===== config.mk =====
export PLATFORM = sky130hd
export DESIGN_NAME = ffs_sequencer
export DESIGN_NICKNAME = d
export VERILOG_FILES = /design/src/verilog/ffs_pkg.sv /design/src/verilog/ffs_sync.sv /design/src/verilog/ffs_sequencer.sv
export VERILOG_INCLUDE_DIRS = /design/src /design/src/verilog
export SDC_FILE = /design/constraint.sdc
export NUM_CORES = 1
export LEC_CHECK = 0
export ABC_AREA = 1
export BUFFER_PORTS_ARGS = -buffer_cell sky130_fd_sc_hd__buf_2
export CAP_MARGIN = 15
export CORE_ASPECT_RATIO = 1.5
export CORE_MARGIN = 1.5
export CORE_UTILIZATION = 67
export CTS_CLUSTER_SIZE = 24
export DETAILED_ROUTE_END_ITERATION = 16
export GPL_ROUTABILITY_DRIVEN = 0
export PLACE_DENSITY = 0.86
export SETUP_SLACK_MARGIN = 0.4
export SLEW_MARGIN = 20
export SYNTH_ARGS = -nofsm -noshare
export SYNTH_HDL_FRONTEND = slang
export SYNTH_SLANG_ARGS = --single-unit

===== constraint.sdc =====
create_clock -name pclk -period 6.9 [get_ports pclk]
set_input_delay 0.345 -clock pclk [delete_from_list [all_inputs] [get_ports pclk]]
set_output_delay 0.345 -clock pclk [all_outputs]
set_load 0.02 [all_outputs]

===== src/verilog/ffs_defines.svh =====
`ifndef FFS_DEFINES_SVH
`define FFS_DEFINES_SVH

// Register byte offsets and step table block numbers
`define FFS_CTRL_OFF 12'h000
`define FFS_DIR_OFF 12'h004
`define FFS_OSEL_OFF 12'h008
`define FFS_STAT_OFF 12'h00c
`define FFS_IST_OFF 12'h010
`define FFS_IMSK_OFF 12'h014
`define FFS_REM_OFF 12'h018
`define FFS_FREQ_BLK 7'h01
`define FFS_TIME_BLK 7'h02

// Control fields
`define FFS_CTRL_MODE_LSB 0
`define FFS_CTRL_START_LSB 4
`define FFS_CTRL_PAUSE_LSB 8
`define FFS_CTRL_STOPF_BIT 12
`define FFS_CTRL_RST 13'h0770
`define FFS_SEL_NONE 3'h7
`define FFS_NUM_DI 3'h6

// Output selector fields
`define FFS_OSEL_R1_LSB 0
`define FFS_OSEL_R2_LSB 8
`define FFS_OSEL_TR_LSB 16
`define FFS_OSEL_RST 5'h00

// Output function codes
`define FFS_FN_RUNNING 5'h10
`define FFS_FN_STEP_END 5'h11
`define FFS_FN_CYCLE_END 5'h12
`define FFS_FN_PAUSED 5'h13

// Interrupt bits
`define FFS_IRQ_STEP 0
`define FFS_IRQ_CYCLE 1
`define FFS_IRQ_ABORT 2
`define FFS_IRQ_PAUSE 3

// Timing
`define FFS_CLK_HZ 64'd50000000
`define FFS_TICK_MS 64'd1000
`define FFS_HOLD_MS 64'd100
`define FFS_TIME_MAX 16'h03e8

`endif


===== src/verilog/ffs_pkg.sv =====
package ffs_pkg;

    typedef enum logic [2:0] {
        FFS_MODE_OFF = 3'b000,
        FFS_MODE_ONCE = 3'b001,
        FFS_MODE_LOOP = 3'b010,
        FFS_MODE_ONCE_STEP = 3'b011,
        FFS_MODE_LOOP_STEP = 3'b100
    } ffs_mode_t;

    typedef enum logic [1:0] {
        FFS_ST_IDLE = 2'b00,
        FFS_ST_RUN = 2'b01,
        FFS_ST_HALT = 2'b10,
        FFS_ST_DONE = 2'b11
    } ffs_state_t;

endpackage


===== src/verilog/ffs_sync.sv =====
`timescale 1ns/1ps

module ffs_sync #(
    parameter int WIDTH = 6
) (
    input wire logic pclk,
    input wire logic presetn,
    input wire logic [WIDTH-1:0] din,
    output logic [WIDTH-1:0] dout
);

    logic [WIDTH-1:0] s1_q;
    logic [WIDTH-1:0] s2_q;
    logic [WIDTH-1:0] s3_q;
    logic [WIDTH-1:0] out_q;
    wire [WIDTH-1:0] agree = ~(s2_q ^ s3_q);

    // Three stages; a bit only moves once stages two and three agree
    always_ff @(posedge pclk or negedge presetn) begin
        if (!presetn) begin
            s1_q <= '0;
            s2_q <= '0;
            s3_q <= '0;
            out_q <= '0;
        end else begin
            s1_q <= din;
            s2_q <= s1_q;
            s3_q <= s2_q;
            out_q <= (agree & s3_q) | (~agree & out_q);
        end
    end

    assign dout = out_q;

endmodule


===== src/verilog/ffs_sequencer.sv =====
`timescale 1ns/1ps

`include "ffs_defines.svh"

module ffs_sequencer
    import ffs_pkg::*;
#(
    parameter int TICK_CYCLES = 32'((`FFS_TICK_MS * `FFS_CLK_HZ) / 64'd1000),
    parameter int HOLD_CYCLES = 32'((`FFS_HOLD_MS * `FFS_CLK_HZ) / 64'd1000),
    parameter int FREQ_W = 16
) (
    input wire logic pclk,
    input wire logic presetn,
    input wire logic [11:0] paddr,
    input wire logic psel,
    input wire logic penable,
    input wire logic pwrite,
    input wire logic [31:0] pwdata,
    output logic [31:0] prdata,
    output logic pready,
    output logic pslverr,
    input wire logic [5:0] digital_inputs,
    input wire logic drive_at_zero,
    output logic seq_active,
    output logic seq_run_cmd,
    output logic [FREQ_W-1:0] seq_freq_setpoint,
    output logic seq_reverse,
    output logic stop_function_select,
    output logic relay_output_one,
    output logic relay_output_two,
    output logic transistor_output,
    output logic irq
);

    // Software settings
    logic [12:0] ctrl_q;
    logic [7:0] direction_program_code_q;
    logic [4:0] r1fn_q;
    logic [4:0] r2fn_q;
    logic [4:0] trfn_q;
    logic [FREQ_W-1:0] step_frequency_setpoints_q [8];
    logic [9:0] step_run_times_q [8];
    logic [3:0] ist_q;
    logic [3:0] imsk_q;
    logic irq_q;
    logic [31:0] rd_q;

    // Sequencer state
    ffs_state_t state_q;
    ffs_state_t state_d;
    logic [2:0] step_q;
    logic [2:0] step_d;
    logic [9:0] remain_q;
    logic [9:0] remain_d;
    logic [31:0] tick_q;
    logic [31:0] tick_d;
    logic ev_step;
    logic ev_cycle;
    logic ev_abort;
    logic do_adv;
    logic paused_q;
    logic [31:0] shold_q;
    logic [31:0] chold_q;
    logic active_q;
    logic run_q;
    logic [FREQ_W-1:0] freq_q;
    logic rev_q;
    logic ro1_q;
    logic ro2_q;
    logic tr_q;

    // APB decode
    wire acc = psel & penable;
    wire wr = acc & pwrite;
    wire setup = psel & ~penable;
    wire aligned = paddr[1:0] == 2'b00;
    wire [2:0] idx = paddr[4:2];
    wire hit_ctrl = paddr == `FFS_CTRL_OFF;
    wire hit_dir = paddr == `FFS_DIR_OFF;
    wire hit_osel = paddr == `FFS_OSEL_OFF;
    wire hit_stat = paddr == `FFS_STAT_OFF;
    wire hit_ist = paddr == `FFS_IST_OFF;
    wire hit_imsk = paddr == `FFS_IMSK_OFF;
    wire hit_rem = paddr == `FFS_REM_OFF;
    wire hit_frq = aligned & (paddr[11:5] == `FFS_FREQ_BLK);
    wire hit_tim = aligned & (paddr[11:5] == `FFS_TIME_BLK);
    wire mapped = hit_ctrl | hit_dir | hit_osel | hit_stat | hit_ist | hit_imsk
                | hit_rem | hit_frq | hit_tim;

    // Zero wait states; read data is captured in the setup cycle
    assign pready = 1'b1;
    assign pslverr = acc & ~mapped;
    assign prdata = rd_q;

    // Run times above the top of the range are clipped on write
    wire [9:0] time_wr = (pwdata[15:0] > `FFS_TIME_MAX) ?
                         10'(`FFS_TIME_MAX) : pwdata[9:0];

    // Mode decode, out-of-range codes act as disabled
    wire [2:0] mode = ctrl_q[`FFS_CTRL_MODE_LSB +: 3];
    wire mode_on = (mode != FFS_MODE_OFF) && (mode <= FFS_MODE_LOOP_STEP);
    wire stepped = (mode == FFS_MODE_ONCE_STEP) || (mode == FFS_MODE_LOOP_STEP);
    wire contin = (mode == FFS_MODE_LOOP) || (mode == FFS_MODE_LOOP_STEP);

    // Input assignment; an unassigned selector never asserts
    logic [5:0] di_s;
    wire [2:0] start_sel = ctrl_q[`FFS_CTRL_START_LSB +: 3];
    wire [2:0] pause_sel = ctrl_q[`FFS_CTRL_PAUSE_LSB +: 3];
    wire start_lvl = (start_sel < `FFS_NUM_DI) && di_s[start_sel];
    wire pause_lvl = (pause_sel < `FFS_NUM_DI) && di_s[pause_sel];
    wire go = start_lvl & mode_on;
    wire in_seq = (state_q == FFS_ST_RUN) || (state_q == FFS_ST_HALT);
    wire paused = pause_lvl & in_seq;
    wire tick_hit = tick_q == 32'(TICK_CYCLES - 1);

    ffs_sync #(
        .WIDTH(6)
    ) u_di_sync (
        .pclk(pclk),
        .presetn(presetn),
        .din(digital_inputs),
        .dout(di_s)
    );

    // Step takes part only with a nonzero run time
    logic [7:0] act;
    genvar gi;
    generate
        for (gi = 0; gi < 8; gi++) begin : g_act
            assign act[gi] = step_run_times_q[gi] != 10'h000;
        end
    endgenerate

    // Lowest active step at or above a start index
    function automatic logic [3:0] find_from(input logic [7:0] m, input logic [3:0] f);
        logic [3:0] r;
        r = 4'h0;
        for (int i = 7; i >= 0; i--) begin
            if (m[i] && (4'(i) >= f)) begin
                r = {1'b1, 3'(i)};
            end
        end
        return r;
    endfunction

    wire [3:0] first = find_from(act, 4'h0);
    wire [3:0] nxt = find_from(act, {1'b0, step_q} + 4'h1);

    // Output function mapping for relays and transistor
    function automatic logic fn_val(input logic [4:0] code, input logic [3:0] lv);
        logic v;
        v = 1'b0;
        case (code)
            `FFS_FN_RUNNING: v = lv[0];
            `FFS_FN_STEP_END: v = lv[1];
            `FFS_FN_CYCLE_END: v = lv[2];
            `FFS_FN_PAUSED: v = lv[3];
            default: v = 1'b0;
        endcase
        return v;
    endfunction

    // Sequencer next state
    always_comb begin
        state_d = state_q;
        step_d = step_q;
        remain_d = remain_q;
        tick_d = tick_q;
        ev_step = 1'b0;
        ev_cycle = 1'b0;
        ev_abort = 1'b0;
        do_adv = 1'b0;
        case (state_q)
            FFS_ST_IDLE: begin
                if (go && first[3]) begin
                    state_d = FFS_ST_RUN;
                    step_d = first[2:0];
                    remain_d = step_run_times_q[first[2:0]];
                    tick_d = 32'h0;
                end
            end
            FFS_ST_RUN: begin
                if (!go) begin
                    state_d = FFS_ST_IDLE;
                    ev_abort = 1'b1;
                end else if (!paused) begin
                    if (tick_hit) begin
                        tick_d = 32'h0;
                        if (remain_q <= 10'h001) begin
                            ev_step = 1'b1;
                            if (stepped) begin
                                state_d = FFS_ST_HALT;
                            end else begin
                                do_adv = 1'b1;
                            end
                        end else begin
                            remain_d = remain_q - 10'h001;
                        end
                    end else begin
                        tick_d = tick_q + 32'h1;
                    end
                end
            end
            FFS_ST_HALT: begin
                if (!go) begin
                    state_d = FFS_ST_IDLE;
                    ev_abort = 1'b1;
                end else if (!paused && drive_at_zero) begin
                    do_adv = 1'b1;
                end
            end
            FFS_ST_DONE: begin
                // Held start must not relaunch a finished single cycle
                if (!start_lvl) begin
                    state_d = FFS_ST_IDLE;
                end
            end
            default: begin
                state_d = FFS_ST_IDLE;
            end
        endcase
        // Advance to the next active step or close the cycle
        if (do_adv) begin
            tick_d = 32'h0;
            if (nxt[3]) begin
                state_d = FFS_ST_RUN;
                step_d = nxt[2:0];
                remain_d = step_run_times_q[nxt[2:0]];
            end else begin
                ev_cycle = 1'b1;
                if (contin && first[3]) begin
                    state_d = FFS_ST_RUN;
                    step_d = first[2:0];
                    remain_d = step_run_times_q[first[2:0]];
                end else begin
                    state_d = FFS_ST_DONE;
                end
            end
        end
    end

    // Sequencer registers
    always_ff @(posedge pclk or negedge presetn) begin
        if (!presetn) begin
            state_q <= FFS_ST_IDLE;
            step_q <= 3'h0;
            remain_q <= 10'h000;
            tick_q <= 32'h0;
            paused_q <= 1'b0;
        end else begin
            state_q <= state_d;
            step_q <= step_d;
            remain_q <= remain_d;
            tick_q <= tick_d;
            paused_q <= paused;
        end
    end

    // Event stretch so a relay can follow a one-cycle event
    always_ff @(posedge pclk or negedge presetn) begin
        if (!presetn) begin
            shold_q <= 32'h0;
            chold_q <= 32'h0;
        end else begin
            shold_q <= ev_step ? 32'(HOLD_CYCLES) :
                       (shold_q != 32'h0) ? shold_q - 32'h1 : 32'h0;
            chold_q <= ev_cycle ? 32'(HOLD_CYCLES) :
                       (chold_q != 32'h0) ? chold_q - 32'h1 : 32'h0;
        end
    end

    // Indications offered to the output selectors
    wire [3:0] lv = {paused, chold_q != 32'h0, shold_q != 32'h0, in_seq};

    // Drive-side and terminal outputs, all registered
    always_ff @(posedge pclk or negedge presetn) begin
        if (!presetn) begin
            active_q <= 1'b0;
            run_q <= 1'b0;
            freq_q <= '0;
            rev_q <= 1'b0;
            ro1_q <= 1'b0;
            ro2_q <= 1'b0;
            tr_q <= 1'b0;
        end else begin
            active_q <= in_seq;
            run_q <= state_q == FFS_ST_RUN;
            freq_q <= (state_q == FFS_ST_RUN) ? step_frequency_setpoints_q[step_q] : '0;
            rev_q <= direction_program_code_q[step_q];
            ro1_q <= fn_val(r1fn_q, lv);
            ro2_q <= fn_val(r2fn_q, lv);
            tr_q <= fn_val(trfn_q, lv);
        end
    end

    assign seq_active = active_q;
    assign seq_run_cmd = run_q;
    assign seq_freq_setpoint = freq_q;
    assign seq_reverse = rev_q;
    assign stop_function_select = ctrl_q[`FFS_CTRL_STOPF_BIT];
    assign relay_output_one = ro1_q;
    assign relay_output_two = ro2_q;
    assign transistor_output = tr_q;
    assign irq = irq_q;

    // Interrupt sources; a fresh event wins over a same-cycle clear
    wire [3:0] iset = {paused & ~paused_q, ev_abort, ev_cycle, ev_step};
    wire [3:0] iclr = (wr && hit_ist) ? pwdata[3:0] : 4'h0;
    wire [3:0] ist_d = (ist_q & ~iclr) | iset;

    // Status word
    wire [31:0] stat_w = {22'h0, state_q, 1'b0, step_q, 1'b0,
                          state_q == FFS_ST_HALT, paused, in_seq};

    // Read selection
    wire [31:0] rd_d =
        hit_ctrl ? {19'h0, ctrl_q} :
        hit_dir ? {24'h0, direction_program_code_q} :
        hit_osel ? {11'h0, trfn_q, 3'h0, r2fn_q, 3'h0, r1fn_q} :
        hit_stat ? stat_w :
        hit_ist ? {28'h0, ist_q} :
        hit_imsk ? {28'h0, imsk_q} :
        hit_rem ? {22'h0, remain_q} :
        hit_frq ? 32'(step_frequency_setpoints_q[idx]) :
        hit_tim ? {22'h0, step_run_times_q[idx]} : 32'h0;

    // Register writes and read capture
    always_ff @(posedge pclk or negedge presetn) begin
        if (!presetn) begin
            ctrl_q <= `FFS_CTRL_RST;
            direction_program_code_q <= 8'h00;
            r1fn_q <= `FFS_OSEL_RST;
            r2fn_q <= `FFS_OSEL_RST;
            trfn_q <= `FFS_OSEL_RST;
            ist_q <= 4'h0;
            imsk_q <= 4'h0;
            irq_q <= 1'b0;
            rd_q <= 32'h0;
        end else begin
            ist_q <= ist_d;
            irq_q <= |(ist_d & imsk_q);
            if (setup) begin
                rd_q <= rd_d;
            end
            if (wr && hit_ctrl) begin
                ctrl_q <= pwdata[12:0];
            end
            if (wr && hit_dir) begin
                direction_program_code_q <= pwdata[7:0];
            end
            if (wr && hit_osel) begin
                r1fn_q <= pwdata[`FFS_OSEL_R1_LSB +: 5];
                r2fn_q <= pwdata[`FFS_OSEL_R2_LSB +: 5];
                trfn_q <= pwdata[`FFS_OSEL_TR_LSB +: 5];
            end
            if (wr && hit_imsk) begin
                imsk_q <= pwdata[3:0];
            end
        end
    end

    // Step tables, kept apart to stay a plain memory
    always_ff @(posedge pclk or negedge presetn) begin
        if (!presetn) begin
            for (int i = 0; i < 8; i++) begin
                step_frequency_setpoints_q[i] <= '0;
                step_run_times_q[i] <= 10'h000;
            end
        end else begin
            if (wr && hit_frq) begin
                step_frequency_setpoints_q[idx] <= pwdata[FREQ_W-1:0];
            end
            if (wr && hit_tim) begin
                step_run_times_q[idx] <= time_wr;
            end
        end
    end

endmodule


==> results by group <==
Logic synthesis
  • Cells after Synth: 3238
  • Avg Cell Area, Syn: 7.44 sq um
  • Simple-gate portion of the synthesized area: 0.265
  • EDFF count, synth: 0
  • Post-synthesis mux area share: 0.00317
  • Synth Warn #: 0
  • Adder-cell share of the synthesized area: 0.00977
  • Top cell type's share of synthesized area: 0.443
  • Synth async-reset ratio: 1.00
  • Synth Flop Type: dfrtp_1
  • Post-synth top area cell: dfrtp_1
  • Largest cells by area after synthesis: dfrtp_1 44%, nand2_1 11%, o21ai_0 9.7%, nand3_1 5.6%, nor2_1 5.3%
  • Netlist Area Pre-Place: 0.0241 sq mm
  • Distinct cells, synth: 62
  • Seq cells post-synth: 432
  • Largest family of logic cells by synthesized area: simple AND/OR/NAND/NOR gates
  • Synth Area in XOR/XNOR: 0.0207
  • Register area share after synthesis: 0.449
  • Synth Area in Compound Gates: 0.170

Clock network
  • Post-CTS Setup Inserts: 0
  • Maximum clock insertion buffer count: 3
  • H-Tree Depth: 2
  • CTS clk-pin slew, worst paths: 70 ps
  • Post-cts resize count: 0
  • Clock latency on the worst-skew pair: 570 ps
  • CTS Buf Count: 42
  • CTS tree: done
  • Clock sinks: 432
  • CTS root buf: clkbuf_16
  • Post-CTS Hold Fix Bufs: 8

Critical path
  • Worst Path Required: 7310 ps
  • FF-to-FF End: remain_q[6]
  • CP arrival: 4520 ps
  • Worst R2R Path Depth: 18
  • Setup CP Type: register to register
  • R2R Setup Slk: 2790 ps
  • Critical path endpoint category: register
  • CP max FO: 72
  • Worst setup SP type: register
  • Worst r2r src: step_q[0]

Timing
  • Fmax: 243 MHz
  • Min Tclk post-route: 4110 ps
  • Fin worst setup slack: 2790 ps
  • Final setup fails: 0
  • Worst Max-Slew Pin Slew: 1170 ps
  • Hold Vio Cnt, Final: 0
  • Fin crit share: 0.596
  • Rel. slew slack: 0.218
  • RSZ-0062 raised after global routing: false
  • Setup TNS: 0 ps
  • Fin. max-slew vios: 0
  • Setup Skew: 13.1 ps

Routing
  • DRC violations left: 0
  • DRT iter0 DRCs: 3400
  • Vias per cell: 6.49
  • Pre-antenna DRT Iters: 8
  • Wire per inst: 20.8 um
  • Routed WL: 78.1 mm
  • Vias after detailed routing: 24300
  • Antenna-violating nets left: 0

Place
  • DP HPWL: 49.9 mm
  • Post-place setup slack: 3280 ps
  • I/O Buffers: 90

Worst hold path
  • Hold Path Stages: 2
  • Hold path startpoint: pwdata[18]
  • Min-Delay Endpoint: trfn_q[2]
  • Path category of the worst min-delay check: input port to register

Global routing
  • Overall routing resource usage: 0.425
  • Largest net degree at the start of global routing: 175
  • Grt ovf: 0
  • First-pass GRT wire length: 122 mm
  • Vias in the first global route: 23500
  • Initial antenna violation count: 5

Power and ir drop
  • Leakage power: 12.7 nW
  • Worst vdd ir: 0.000237 V
  • Cell area power density: 224 mW/mm^2

Floorplanning
  • # rows: 84
  • Initial Util: 0.684
  • Ports: 114
  • Area of the core: 0.0352 sq mm
  • Die height: 235 um
  • Die Wd: 158 um
  • Die area: 0.0371 sq mm

Final layout
  • Nets@finish: 3307
  • Area delta synth->final: 8.57%
  • FF+latch area: 0.0108 sq mm
  • Fin util: 0.743
  • Layout cells sized above 1: 0.0813
  • Multi-input gate area: 0.0114 sq mm
  • Number of fill cells in the layout: 2586

Outcome
  • Status: finished, final reports clean

Flow run
  • Max Cap Violations: 0
==> per-stage QoR <==
stage	hold WS [ps]	instance area (sq um)	total power (W)	instances
finish	9.14	26200	0.00585	3747
detailed placement	335	24600	0.00341	3658
floorplan	49.4	24100	0.00318	3248
global placement	333	24600	0.00339	3658
CTS	0.245	26100	0.00582	3743
global route	1.98	26100	0.00602	3745
==> area by class of cell <==
class                           count  share of cell area
Clock inverter                     20             0.00885
Inverter                          317              0.0455
Antenna cell                        4            0.000383
Tap cell                          473              0.0226
Timing Repair Buffer              119              0.0272
Sequential cell                   432               0.414
Multi-Input combinational cell   2325               0.435
Clock buffer                       57              0.0470
==> per-layer routing <==
metal  share of wire  vias to the layer above  global-route usage
met1            0.33                    11300               0.486
met2            0.47                     1693               0.675
met4           0.094                        2               0.333
met5         0.00013                        -                   0
met3            0.11                      537               0.105
li1                -                    10800                   -
==> worst max path at each step <==
| stage | from | end | slack [ps] | depth (start not counted) |
|---|---|---|---|---|
| 2_1_floorplan | step_q[0] | remain_q[6] | 4180 | 18 |
| 3_3_place_gp | paddr[9] | prdata[7] | 3350 | 15 |
| 3_5_place_dp | step_q[0] | remain_q[7] | 3280 | 18 |
| 4_1_cts | step_q[0] | remain_q[7] | 3270 | 18 |
| 5_1_grt | step_q[0] | remain_q[6] | 2630 | 21 |
| 6_report | step_q[0] | remain_q[6] | 2790 | 18 |
==> power by group <==
group	switching (W)	internal, W	total, W
logic	0.000559	0.000187	0.000746
clock network	0.00103	0.00141	0.00244
registers	0.0000613	0.00260	0.00267
==> sequential cells by signal (all words and copies together), names as in the netlist, 2 cells and up, named ones only <==
name                        cells
shold_q                        32
step_q                          3
trfn_q                          5
seq_freq_setpoint              16
ctrl_q                         13
remain_q                       10
prdata                         21
r1fn_q                          5
r2fn_q                          5
u_di_sync.s3_q                  6
chold_q                        32
direction_program_code_q        8
step_run_times_q               80
step_frequency_setpoints_q    128
u_di_sync.s2_q                  6
tick_q                         32
state_q                         2
u_di_sync.s1_q                  6
ist_q                           4
imsk_q                          4
==> worst max-delay path: stages, from the launching register on <==
cell and delay [ps]:
dfrtp_2 380, buf_4 650, nand3_1 310, nand2_1 240, o21ai_1 90, nand2_1 90
nand2_1 60, nand2_1 50, nand2_1 40, nand2_1 100, nand2_4 260, nand2_4 480
nand2_1 110, nand3_1 90, nand2_1 80, nand2_1 60, nand2_1 70, nor2_1 560
a21oi_1 190
==> synthesized netlist by cell type (all sizes together) (3+ instances only) <==
master   number
xor2         33
o211ai       13
nor3b         3
o22ai       103
a22oi         6
xnor2        24
nand3b       10
o31ai         5
nand2       722
inv         311
nand4        44
o21ai       484
ha           14
maj3          6
dfstp         6
dfrtp       426
buf          52
mux2          5
o21a          3
nor2        351
nor4         17
a311oi        7
a211oi        5
nand3       270
o2111ai      10
a31oi        18
a221oi        4
a21oi        75
or2          14
clkbuf      122
nor3         53
clkinv        6
==> cells in the final DEF, fill, tap and decap left out, types with 15 or more instances in the layout <==
master | Yosys | final
nand2_1 | 716 | 707
o21ai_0 | 465 | 465
dfrtp_1 | 426 | 425
nor2_1 | 338 | 338
inv_1 | 305 | 304
nand3_1 | 268 | 268
o22ai_1 | 103 | 103
buf_2 | 22 | 89
a21oi_1 | 74 | 74
nand4_1 | 44 | 44
nor3_1 | 43 | 43
clkbuf_16 | 0 | 43
xor2_1 | 33 | 33
xnor2_1 | 24 | 24
buf_4 | 17 | 20
a31oi_1 | 18 | 18
o21ai_1 | 16 | 16
nor4_1 | 15 | 15
==> cells by family after synthesis <==
logic type,count (synthesis)
xor gates and xnor gates,57
other,2
and+or+nand+nor,1486
AOI/OAI and AO/OA,743
DFF,432
buffers and inverters,491
adders and majority gates,20
muxes,7
(Power assumes the default switching activity.)
